[src/iopc_cfg.svh]
`ifndef IOPC_CFG_SVH
`define IOPC_CFG_SVH

// ********************************************************************
// object indices
// ********************************************************************
`define IOPC_IDX_DEVTYPE 16'h1000
`define IOPC_IDX_IDENT 16'h1018
`define IOPC_IDX_CH_HI 8'h80
`define IOPC_NUM_CH 4

// ********************************************************************
// per-channel subindices
// ********************************************************************
`define IOPC_SUB_COUNT 8'h00
`define IOPC_SUB_MCT 8'h22
`define IOPC_SUB_OFFS 8'h23
`define IOPC_SUB_PDIN 8'h24
`define IOPC_SUB_PDOUT 8'h25
`define IOPC_SUB_COMPAT 8'h26
`define IOPC_SUB_SPARE 8'h27
`define IOPC_SUB_MCTL 8'h28
`define IOPC_CH_MAX_SUB 8'h28

// ********************************************************************
// identity subindices and fixed values
// ********************************************************************
`define IOPC_SUB_VENDOR 8'h01
`define IOPC_SUB_PRODUCT 8'h02
`define IOPC_SUB_REVISION 8'h03
`define IOPC_SUB_SERIAL 8'h04
`define IOPC_IDENT_COUNT 8'h04
`define IOPC_COE_PROFILE 16'h1389

// ********************************************************************
// reset values
// ********************************************************************
`define IOPC_RST_8 8'h00
`define IOPC_RST_16 16'h0000

// ********************************************************************
// field positions
// ********************************************************************
`define IOPC_MCT_BASE_HI 7
`define IOPC_MCT_BASE_LO 6
`define IOPC_MCT_MUL_HI 5
`define IOPC_PD_BYTE_BIT 7
`define IOPC_PD_SIO_BIT 6
`define IOPC_PD_LEN_HI 4
`define IOPC_MCTL_MODE_HI 3
`define IOPC_MCTL_DS_LO 4
`define IOPC_DS_ACTIVE 12'h002
`define IOPC_DS_UPLOAD_OFF 12'h004

// ********************************************************************
// minimum cycle time decode, in units of 0.1 ms
// ********************************************************************
`define IOPC_MCT_UNIT_US 100
`define IOPC_MCT_OFS1 13'h0040
`define IOPC_MCT_OFS2 13'h0140
`define IOPC_MCT_OFS3 13'h0540
`define IOPC_MCT_SH1 2
`define IOPC_MCT_SH2 4
`define IOPC_MCT_SH3 6

`endif

[src/iopc_pkg.sv]
`default_nettype none
package iopc_pkg;

   typedef enum logic [3:0] {
      IOPC_MODE_INACTIVE = 4'h0,
      IOPC_MODE_DIN = 4'h1,
      IOPC_MODE_DOUT = 4'h2,
      IOPC_MODE_CYCLIC = 4'h3,
      IOPC_MODE_HALTED = 4'h4
   } iopc_mode_e;

   typedef logic [12:0] iopc_mct_t;
   typedef logic [8:0] iopc_pdlen_t;

endpackage

`default_nettype wire

[src/iopc_top.sv]
// Notes on behaviour
// - time base 00: multiplier x 0.1 ms; 01: 6.4 ms plus multiplier x 0.4 ms.
// - time base 10 is 32.0 ms plus multiplier x 1.6 ms.
// - time base 11 is 134.4 ms plus multiplier x 6.4 ms.
// - length bits 4..0; bit 7 clear means bits, set means bytes minus one.
// - length byte bit 6 set flags a device able to run standard digital I/O.
// - each channel keeps its own input and output length bytes, zero after reset.
// - control bits 3..0: 0 off, 1 digital in, 2 digital out, 3 cyclic.
// - mode 4 runs the protocol halted, data exchanged only on demand.
// - control bits 15..4: 2 enables data storage, 4 disables upload; reset zero.
// - device type reads profile 5001 low, modular profile value high, read only.
// - revision word reads variant number low, description revision high, read only.
// - serial reads year in 7..0, week in 15..8, zero above, read only.
// - identity count entry reads 4, followed by four 32-bit entries.
// - cycle time byte: bits 7..6 time base, bits 5..0 multiplier.
// - four channel groups, channel n at index group n for n 0..3.
`timescale 1ns/100ps
`default_nettype none
`include "iopc_cfg.svh"

module iopc_top #(
   parameter logic [15:0] MDP_PROFILE = 16'h0001, // arbitrary value
   parameter logic [31:0] VENDOR_CODE = 32'h0000_0a5a, // arbitrary value
   parameter logic [31:0] PART_CODE = 32'h0000_1234, // arbitrary value
   parameter logic [15:0] VARIANT_NUM = 16'h0000, // arbitrary value
   parameter logic [15:0] DESC_REV = 16'h0001, // arbitrary value
   parameter logic [7:0] PROD_YEAR = 8'h00,
   parameter logic [7:0] PROD_WEEK = 8'h00
) (
   input wire logic mclk_i,
   input wire logic rstn_i,
   input wire logic req_i,
   input wire logic wr_i,
   input wire logic [15:0] index_i,
   input wire logic [7:0] subidx_i,
   input wire logic [31:0] wdata_i,
   output logic ack_o,
   output logic err_o,
   output logic [31:0] rdata_o,
   output logic [3:0][12:0] min_cycle_o,
   output logic [3:0][8:0] pd_in_bits_o,
   output logic [3:0][8:0] pd_out_bits_o,
   output logic [3:0] in_standard_io_capable_o,
   output logic [3:0] out_standard_io_capable_o,
   output logic [3:0][3:0] port_mode_o,
   output logic [3:0] port_din_o,
   output logic [3:0] port_dout_o,
   output logic [3:0] port_cyclic_o,
   output logic [3:0] comm_halted_state_o,
   output logic [3:0] ds_active_o,
   output logic [3:0] ds_upload_off_o
);

   // ********************************************************************
   // helpers
   // ********************************************************************
   function automatic iopc_pkg::iopc_mct_t mct_decode(input logic [7:0] b);
      iopc_pkg::iopc_mct_t m;
      m = {7'h00, b[`IOPC_MCT_MUL_HI:0]};
      case (b[`IOPC_MCT_BASE_HI:`IOPC_MCT_BASE_LO])
         2'b00: mct_decode = m;
         2'b01: mct_decode = 13'(`IOPC_MCT_OFS1 + (m << `IOPC_MCT_SH1));
         2'b10: mct_decode = 13'(`IOPC_MCT_OFS2 + (m << `IOPC_MCT_SH2));
         default: mct_decode = 13'(`IOPC_MCT_OFS3 + (m << `IOPC_MCT_SH3));
      endcase
   endfunction

   function automatic iopc_pkg::iopc_pdlen_t pd_bits(input logic [7:0] b);
      iopc_pkg::iopc_pdlen_t l;
      l = {4'h0, b[`IOPC_PD_LEN_HI:0]};
      if (b[`IOPC_PD_BYTE_BIT]) begin
         pd_bits = 9'((l + 9'h001) << 3);
      end else begin
         pd_bits = l;
      end
   endfunction

   // ********************************************************************
   // channel storage
   // ********************************************************************
   logic [7:0] mct [0:3];
   logic [7:0] offs [0:3];
   logic [7:0] pdin [0:3];
   logic [7:0] pdout [0:3];
   logic [15:0] compat [0:3];
   logic [15:0] spare [0:3];
   logic [15:0] mctl [0:3];

   logic ch_hit;
   logic [1:0] ch;
   logic ch_sub_ok;
   logic ch_sub_rw;

   // index group n selects channel n
   assign ch_hit = (index_i[15:8] == `IOPC_IDX_CH_HI) && (index_i[3:0] == 4'h0)
                   && (index_i[7:6] == 2'b00);
   assign ch = index_i[5:4];
   assign ch_sub_rw = (subidx_i >= `IOPC_SUB_MCT) && (subidx_i <= `IOPC_CH_MAX_SUB);
   assign ch_sub_ok = ch_sub_rw || (subidx_i == `IOPC_SUB_COUNT);

   // ********************************************************************
   // writes
   // ********************************************************************
   logic ch_wr;

   // one block per object; a refused write falls through every enable
   assign ch_wr = req_i && wr_i && ch_hit;

   always_ff @(posedge mclk_i or negedge rstn_i) begin
      if (!rstn_i) begin
         for (int c = 0; c < `IOPC_NUM_CH; c++) begin
            mct[c] <= `IOPC_RST_8;
         end
      end else if (ch_wr && subidx_i == `IOPC_SUB_MCT) begin
         mct[ch] <= wdata_i[7:0];
      end
   end

   always_ff @(posedge mclk_i or negedge rstn_i) begin
      if (!rstn_i) begin
         for (int c = 0; c < `IOPC_NUM_CH; c++) begin
            offs[c] <= `IOPC_RST_8;
         end
      end else if (ch_wr && subidx_i == `IOPC_SUB_OFFS) begin
         offs[ch] <= wdata_i[7:0];
      end
   end

   always_ff @(posedge mclk_i or negedge rstn_i) begin
      if (!rstn_i) begin
         for (int c = 0; c < `IOPC_NUM_CH; c++) begin
            pdin[c] <= `IOPC_RST_8;
         end
      end else if (ch_wr && subidx_i == `IOPC_SUB_PDIN) begin
         pdin[ch] <= wdata_i[7:0];
      end
   end

   always_ff @(posedge mclk_i or negedge rstn_i) begin
      if (!rstn_i) begin
         for (int c = 0; c < `IOPC_NUM_CH; c++) begin
            pdout[c] <= `IOPC_RST_8;
         end
      end else if (ch_wr && subidx_i == `IOPC_SUB_PDOUT) begin
         pdout[ch] <= wdata_i[7:0];
      end
   end

   always_ff @(posedge mclk_i or negedge rstn_i) begin
      if (!rstn_i) begin
         for (int c = 0; c < `IOPC_NUM_CH; c++) begin
            compat[c] <= `IOPC_RST_16;
         end
      end else if (ch_wr && subidx_i == `IOPC_SUB_COMPAT) begin
         compat[ch] <= wdata_i[15:0];
      end
   end

   always_ff @(posedge mclk_i or negedge rstn_i) begin
      if (!rstn_i) begin
         for (int c = 0; c < `IOPC_NUM_CH; c++) begin
            spare[c] <= `IOPC_RST_16;
         end
      end else if (ch_wr && subidx_i == `IOPC_SUB_SPARE) begin
         spare[ch] <= wdata_i[15:0];
      end
   end

   always_ff @(posedge mclk_i or negedge rstn_i) begin
      if (!rstn_i) begin
         for (int c = 0; c < `IOPC_NUM_CH; c++) begin
            mctl[c] <= `IOPC_RST_16;
         end
      end else if (ch_wr && subidx_i == `IOPC_SUB_MCTL) begin
         mctl[ch] <= wdata_i[15:0];
      end
   end

   // ********************************************************************
   // object read and answer
   // ********************************************************************
   logic [31:0] next_rdata;
   logic next_err;

   always_comb begin
      next_rdata = 32'h0000_0000;
      next_err = 1'b0;
      if (ch_hit && ch_sub_ok) begin
         case (subidx_i)
            `IOPC_SUB_COUNT: next_rdata = {24'h00_0000, `IOPC_CH_MAX_SUB};
            `IOPC_SUB_MCT: next_rdata = {24'h00_0000, mct[ch]};
            `IOPC_SUB_OFFS: next_rdata = {24'h00_0000, offs[ch]};
            `IOPC_SUB_PDIN: next_rdata = {24'h00_0000, pdin[ch]};
            `IOPC_SUB_PDOUT: next_rdata = {24'h00_0000, pdout[ch]};
            `IOPC_SUB_COMPAT: next_rdata = {16'h0000, compat[ch]};
            `IOPC_SUB_SPARE: next_rdata = {16'h0000, spare[ch]};
            default: next_rdata = {16'h0000, mctl[ch]};
         endcase
         // the count entry is fixed; writing it is refused
         next_err = wr_i && !ch_sub_rw;
      end else if (index_i == `IOPC_IDX_DEVTYPE && subidx_i == `IOPC_SUB_COUNT) begin
         next_rdata = {MDP_PROFILE, `IOPC_COE_PROFILE};
         next_err = wr_i;
      end else if (index_i == `IOPC_IDX_IDENT && subidx_i <= `IOPC_SUB_SERIAL) begin
         case (subidx_i)
            `IOPC_SUB_COUNT: next_rdata = {24'h00_0000, `IOPC_IDENT_COUNT};
            `IOPC_SUB_VENDOR: next_rdata = VENDOR_CODE;
            `IOPC_SUB_PRODUCT: next_rdata = PART_CODE;
            `IOPC_SUB_REVISION: next_rdata = {DESC_REV, VARIANT_NUM};
            default: next_rdata = {16'h0000, PROD_WEEK, PROD_YEAR};
         endcase
         next_err = wr_i;
      end else begin
         next_err = 1'b1;
      end
   end

   always_ff @(posedge mclk_i or negedge rstn_i) begin
      if (!rstn_i) begin
         ack_o <= 1'b0;
         err_o <= 1'b0;
         rdata_o <= 32'h0000_0000;
      end else begin
         ack_o <= req_i;
         err_o <= req_i && next_err;
         // write answers carry no data
         rdata_o <= (req_i && !wr_i && !next_err) ? next_rdata : 32'h0000_0000;
      end
   end

   // ********************************************************************
   // decoded port settings
   // ********************************************************************
   always_ff @(posedge mclk_i or negedge rstn_i) begin
      if (!rstn_i) begin
         min_cycle_o <= '0;
      end else begin
         for (int c = 0; c < `IOPC_NUM_CH; c++) begin
            min_cycle_o[c] <= mct_decode(mct[c]);
         end
      end
   end

   always_ff @(posedge mclk_i or negedge rstn_i) begin
      if (!rstn_i) begin
         pd_in_bits_o <= '0;
         pd_out_bits_o <= '0;
      end else begin
         for (int c = 0; c < `IOPC_NUM_CH; c++) begin
            pd_in_bits_o[c] <= pd_bits(pdin[c]);
            pd_out_bits_o[c] <= pd_bits(pdout[c]);
         end
      end
   end

   always_ff @(posedge mclk_i or negedge rstn_i) begin
      if (!rstn_i) begin
         in_standard_io_capable_o <= 4'h0;
         out_standard_io_capable_o <= 4'h0;
      end else begin
         for (int c = 0; c < `IOPC_NUM_CH; c++) begin
            in_standard_io_capable_o[c] <= pdin[c][`IOPC_PD_SIO_BIT];
            out_standard_io_capable_o[c] <= pdout[c][`IOPC_PD_SIO_BIT];
         end
      end
   end

   // ********************************************************************
   // mode and data storage flags
   // ********************************************************************
   always_ff @(posedge mclk_i or negedge rstn_i) begin
      if (!rstn_i) begin
         port_mode_o <= '0;
         port_din_o <= 4'h0;
         port_dout_o <= 4'h0;
         port_cyclic_o <= 4'h0;
         comm_halted_state_o <= 4'h0;
      end else begin
         for (int c = 0; c < `IOPC_NUM_CH; c++) begin
            port_mode_o[c] <= mctl[c][`IOPC_MCTL_MODE_HI:0];
            // unknown mode codes leave every mode flag low, i.e. port off
            port_din_o[c] <= mctl[c][3:0] == iopc_pkg::IOPC_MODE_DIN;
            port_dout_o[c] <= mctl[c][3:0] == iopc_pkg::IOPC_MODE_DOUT;
            port_cyclic_o[c] <= mctl[c][3:0] == iopc_pkg::IOPC_MODE_CYCLIC;
            comm_halted_state_o[c] <= mctl[c][3:0] == iopc_pkg::IOPC_MODE_HALTED;
         end
      end
   end

   always_ff @(posedge mclk_i or negedge rstn_i) begin
      if (!rstn_i) begin
         ds_active_o <= 4'h0;
         ds_upload_off_o <= 4'h0;
      end else begin
         // exact codes only; a mixed word raises neither flag
         for (int c = 0; c < `IOPC_NUM_CH; c++) begin
            ds_active_o[c] <= mctl[c][15:`IOPC_MCTL_DS_LO] == `IOPC_DS_ACTIVE;
            ds_upload_off_o[c] <= mctl[c][15:`IOPC_MCTL_DS_LO] == `IOPC_DS_UPLOAD_OFF;
         end
      end
   end

endmodule

`default_nettype wire

[config.mk]
export PLATFORM = sky130hd
export DESIGN_NAME = iopc_top
export DESIGN_NICKNAME = d
export VERILOG_FILES = /design/src/iopc_pkg.sv /design/src/iopc_top.sv
export VERILOG_INCLUDE_DIRS = /design/src /design/src/src
export SDC_FILE = /design/constraint.sdc
export NUM_CORES = 1
export LEC_CHECK = 0
export BUFFER_PORTS_ARGS = -buffer_cell sky130_fd_sc_hd__buf_2
export CAP_MARGIN = 15
export CORE_MARGIN = 10
export CORE_UTILIZATION = 50
export CTS_BUF_LIST = sky130_fd_sc_hd__clkbuf_16
export DETAILED_ROUTE_END_ITERATION = 8
export GPL_TIMING_DRIVEN = 0
export PLACE_DENSITY = 0.7
export SLEW_MARGIN = 20
export SYNTH_ARGS = -nofsm -noshare
export SYNTH_HDL_FRONTEND = slang
export SYNTH_SLANG_ARGS = --single-unit
export TNS_END_PERCENT = 50
[constraint.sdc]
create_clock -name mclk_i -period 3.8 [get_ports mclk_i]
set_clock_uncertainty 0.1 [all_clocks]
set_input_delay 0.57 -clock mclk_i [delete_from_list [all_inputs] [get_ports mclk_i]]
set_output_delay 0.57 -clock mclk_i [all_outputs]
set_load 0.03 [all_outputs]
==> results.yml <==
detailed_routing:
  wl_met2_um: 31670
  top_layer: "met5"
  routed_wl_um: 64800
  wl_met1_um: 26570
  via_per_inst: 5.804
  ant_nets: 0
  via_count: 15030
  drtIter0Drc: 984
  drc: 0
  routedWlPerCell_um: 25.03
  firstDrtPassIters: 7
  wl_met3_um: 4503
sta:
  rsz0062_at_grt: "no"
  worstMarginPinSlew_ns: 1.154
  slew_headroom_pct: 23.07
  fmax_mhz: 300.9
  setup_violations: 0
  finalHoldViolations: 0
  period_share_pct: 87.47
  period_needed_ns: 3.324
  finalSetupTns_ns: 0
  slew_viol_final: 0
synth:
  seq_area_frac_synth_pct: 55.06
  syn_area_per_cell_um2: 14.08
  synth_top_family_by_area: "multiplexers"
  synth_fa_ha_area_share_pct: 1.508
  ys_seq_elements: 511
  synth.area.mux_share_pct: 25.84
  ys_types: 72
  async_reset_ff_share_pct: 100.0
  synth_xor_area_share_pct: 1.848
  synthSimpleGateAreaFrac_pct: 8.700
  synthTopCellsByArea: "dfrtp_1 55%, mux2_2 12%, mux4_2 7.3%, mux2_4 4.5%, ha_1 1.5%"
  synth-edff-count: 0
  synthCells: 1650
  synth.top_cell.area_share_pct: 55.06
  synth_compound_area_share_pct: 3.701
  synth_ff_type: "dfrtp_1"
  syn_area_um2: 23230
  yosysTopAreaCell: "dfrtp_1"
  ys_warn_count: 0
cts:
  h-tree-depth: 2
  clock-root-buffer: "clkbuf_16"
  numCtsBuffers: 52
  post-cts-setup-buffers: 0
  clkSlewWorstSetupHoldPaths_ns: 0.06
  cts_tree: "yes"
  clock_latency_ns: 0.59
  cts_sinks: 511
  clk_path_buf_depth: 3
global_route:
  antenna_found_initial: 8
  grt_pass1_wl_um: 98440
  grtUsageTotal_pct: 22.99
  grt_max_degree: 100
  overflow: 0
  grt_pass1_vias: 15620
pwr:
  p_switching_w: 0.002439
  p_clk_share_pct: 45.9
  irDropWorstVdd_v: 0.0003288
  p_total_w: 0.01090
  swShare_pct: 22.38
  p_leak_nw: 13.86
  p_per_area_nw_per_um2: 404.1
  internal-power_w: 0.008459
  p_seq_share_pct: 49.9
  combPwrFrac_pct: 4.2
place:
  port_buffers: 224
  dpl_cell_area_um2: 25310
  hpwl_um: 46080
  finalWeightedCongestion: 0.9243
  dp_cells: 2494
worst_setup_path:
  r2r_setup_slack_ns: 1.26
  cp-start-kind: "input port"
  crit_start: "index_i[5]"
  crit_slowest_cell: "clkbuf_1"
  worstSetupPathType: "input port to flop"
  r2r-start: "mct[14]$_DFFE_PN0P_"
  r2r_cells: 5
  crit_path_max_fanout: 10
  critical_path_arrival_ns: 3.66
  crit_required_ns: 4.14
  cp-end-kind: "flop"
  critPathCapture: "rdata_o[12]$_DFF_PN0_"
  r2r_end: "rdata_o[6]$_DFF_PN0_"
  crit_path_cell_trace: "buf_4, clkbuf_1, buf_1, mux4_2, mux2i_1, o22ai_1, nand2_1, a31oi_1"
  slowest_delay_ns: 0.86
die:
  ios: 266
  start_util_pct: 50.85
  rows: 78
  die_w_um: 235.5
  dieArea_um2: 55470
  coreArea_um2: 45670
  die_h_um: 235.5
finish:
  final_area_um2: 26970
  num-fill-cells: 3687
  finalNetCount: 2037
  area_delta_synth_final_pct: 16.11
  utilization_pct: 59.04
  fin_cells: 2589
  drive_gt1_share_pct: 39.50
status:
  status: "finished, final reports clean"
flow_run:
  max_cap_violations: 0
hold_path:
  hold_path_depth: 1
  min_path_type: "input port to flop"
[stage by stage]
stage,hold slack (ns),setup WS [ns]
finish,0.06326,0.4763
global placement,0.2807,-7.846
CTS,0.03693,0.6604
floorplan,0.1744,1.130
detailed placement,0.2794,0.03668
global route,0.03583,0.4316
[power groups by stage]
stage | registers [W] | clock network [W] | logic, W
after floorplan | 0.00555 | 0 | 0.000186
after global placement | 0.00555 | 0 | 0.000431
after detailed placement | 0.00554 | 0 | 0.000459
after CTS | 0.00544 | 0.00508 | 0.000461
after global routing | 0.00544 | 0.00530 | 0.000492
final | 0.00544 | 0.00500 | 0.000457
[cell type report]
cell class	count	area, um^2	area share [%]
flip-flops and latches	511	12790	47.42
multi-input cells	996	9724	36.06
clock buffers	53	1326	4.918
repair buffers	231	1284	4.760
well taps	600	750.7	2.784
plain buffers	123	645.6	2.394
clock inverters	37	311.5	1.155
inverters	34	127.6	0.4733
diodes	4	10.01	0.03712
[kinds of logic (layout without fill, tap and decap cells)]
| family | count (synthesis) | in the layout |
|---|---|---|
| xor gates and xnor gates | 49 | 49 |
| other | 1 | 19 |
| DFF | 511 | 511 |
| adders and majority gates | 28 | 28 |
| AOI/OAI and AO/OA | 129 | 129 |
| buffers and inverters | 157 | 478 |
| muxes | 438 | 438 |
| and+or+nand+nor | 337 | 337 |
[how the worst min path moves through the flow]
stage                         startpoint                                    end  slack [ns]
floorplan                         rstn_i                        ack_o$_DFF_PN0_        0.17
global route                       req_i                        ack_o$_DFF_PN0_        0.04
CTS                                req_i                        ack_o$_DFF_PN0_        0.04
detailed placement  pdin[14]$_DFFE_PN0P_  in_standard_io_capable_o[2]$_DFF_PN0_        0.28
finish                             req_i                        ack_o$_DFF_PN0_        0.06
global placement    pdin[14]$_DFFE_PN0P_  in_standard_io_capable_o[2]$_DFF_PN0_        0.28
[sequential cells by signal, summed over array words and instances (netlist names)]
register and flops:
compat 64, mctl 64, spare 64, min_cycle_o 52, pd_in_bits_o 36, pd_out_bits_o 36
mct 32, offs 32, pdin 32, pdout 32, rdata_o 17, port_mode_o 16
comm_halted_state_o 4, ds_active_o 4, ds_upload_off_o 4, in_standard_io_capable_o 4, out_standard_io_capable_o 4, port_cyclic_o 4
port_din_o 4, port_dout_o 4, ack_o 1, err_o 1
[repair_timing]
action	CTS	global route
hold endpoints to repair	81	0
resized for setup	0	0
endpoints found under the setup margin	0	0
hold buffers	1	0
[synth_stat cells, types with 14 or more instances]
cell type and n:
a21oi_1 30, and2_1 25, buf_1 15, buf_2 17, buf_4 20, clkbuf_1 58
dfrtp_1 511, ha_1 28, inv_1 34, mux2_2 251, mux2_4 70, mux2i_1 30
mux4_2 75, nand2_1 65, nand3_1 29, nand4_1 14, nor2_1 62, nor2b_1 36
nor3b_1 19, o21ai_0 34, xnor2_1 37
[per-layer routing]
metal,up-vias,track usage (%)
met5,-,0
met4,6,7.651
met3,125,5.701
met2,519,37.60
met1,7856,29.46
li1,6521,-
[placed cells by master, fill, tap and decap left out, types with 7 or more instances in the layout]
master,n
nor3b_1,19
buf_6,9
o21ai_0,34
nand4_1,14
inv_1,43
conb_1,15
buf_2,241
nor2b_1,36
a21oi_1,30
ha_1,28
nor4b_1,12
clkinv_1,15
clkbuf_1,58
a22oi_1,13
and2_1,25
nand2_4,7
nor4_1,11
xnor2_1,37
buf_1,15
clkbuf_16,53
nor2_1,62
mux2_2,251
dfrtp_1,511
mux2i_1,30
mux2_4,70
mux2_1,12
nand2b_1,9
nand2_1,65
xor2_1,12
nand3_1,29
mux4_2,75
buf_4,20
nand2_2,10
[critical path, delay by kind of cell]
kind | cells | cell delay [ns]
AO/OA/AOI/OAI | 2 | 0.66
buffers and inverters | 3 | 1.79
multiplexers | 2 | 0.48
AND/OR/NAND/NOR | 1 | 0.13
No activity file was read; power rests on OpenSTA's default activity.
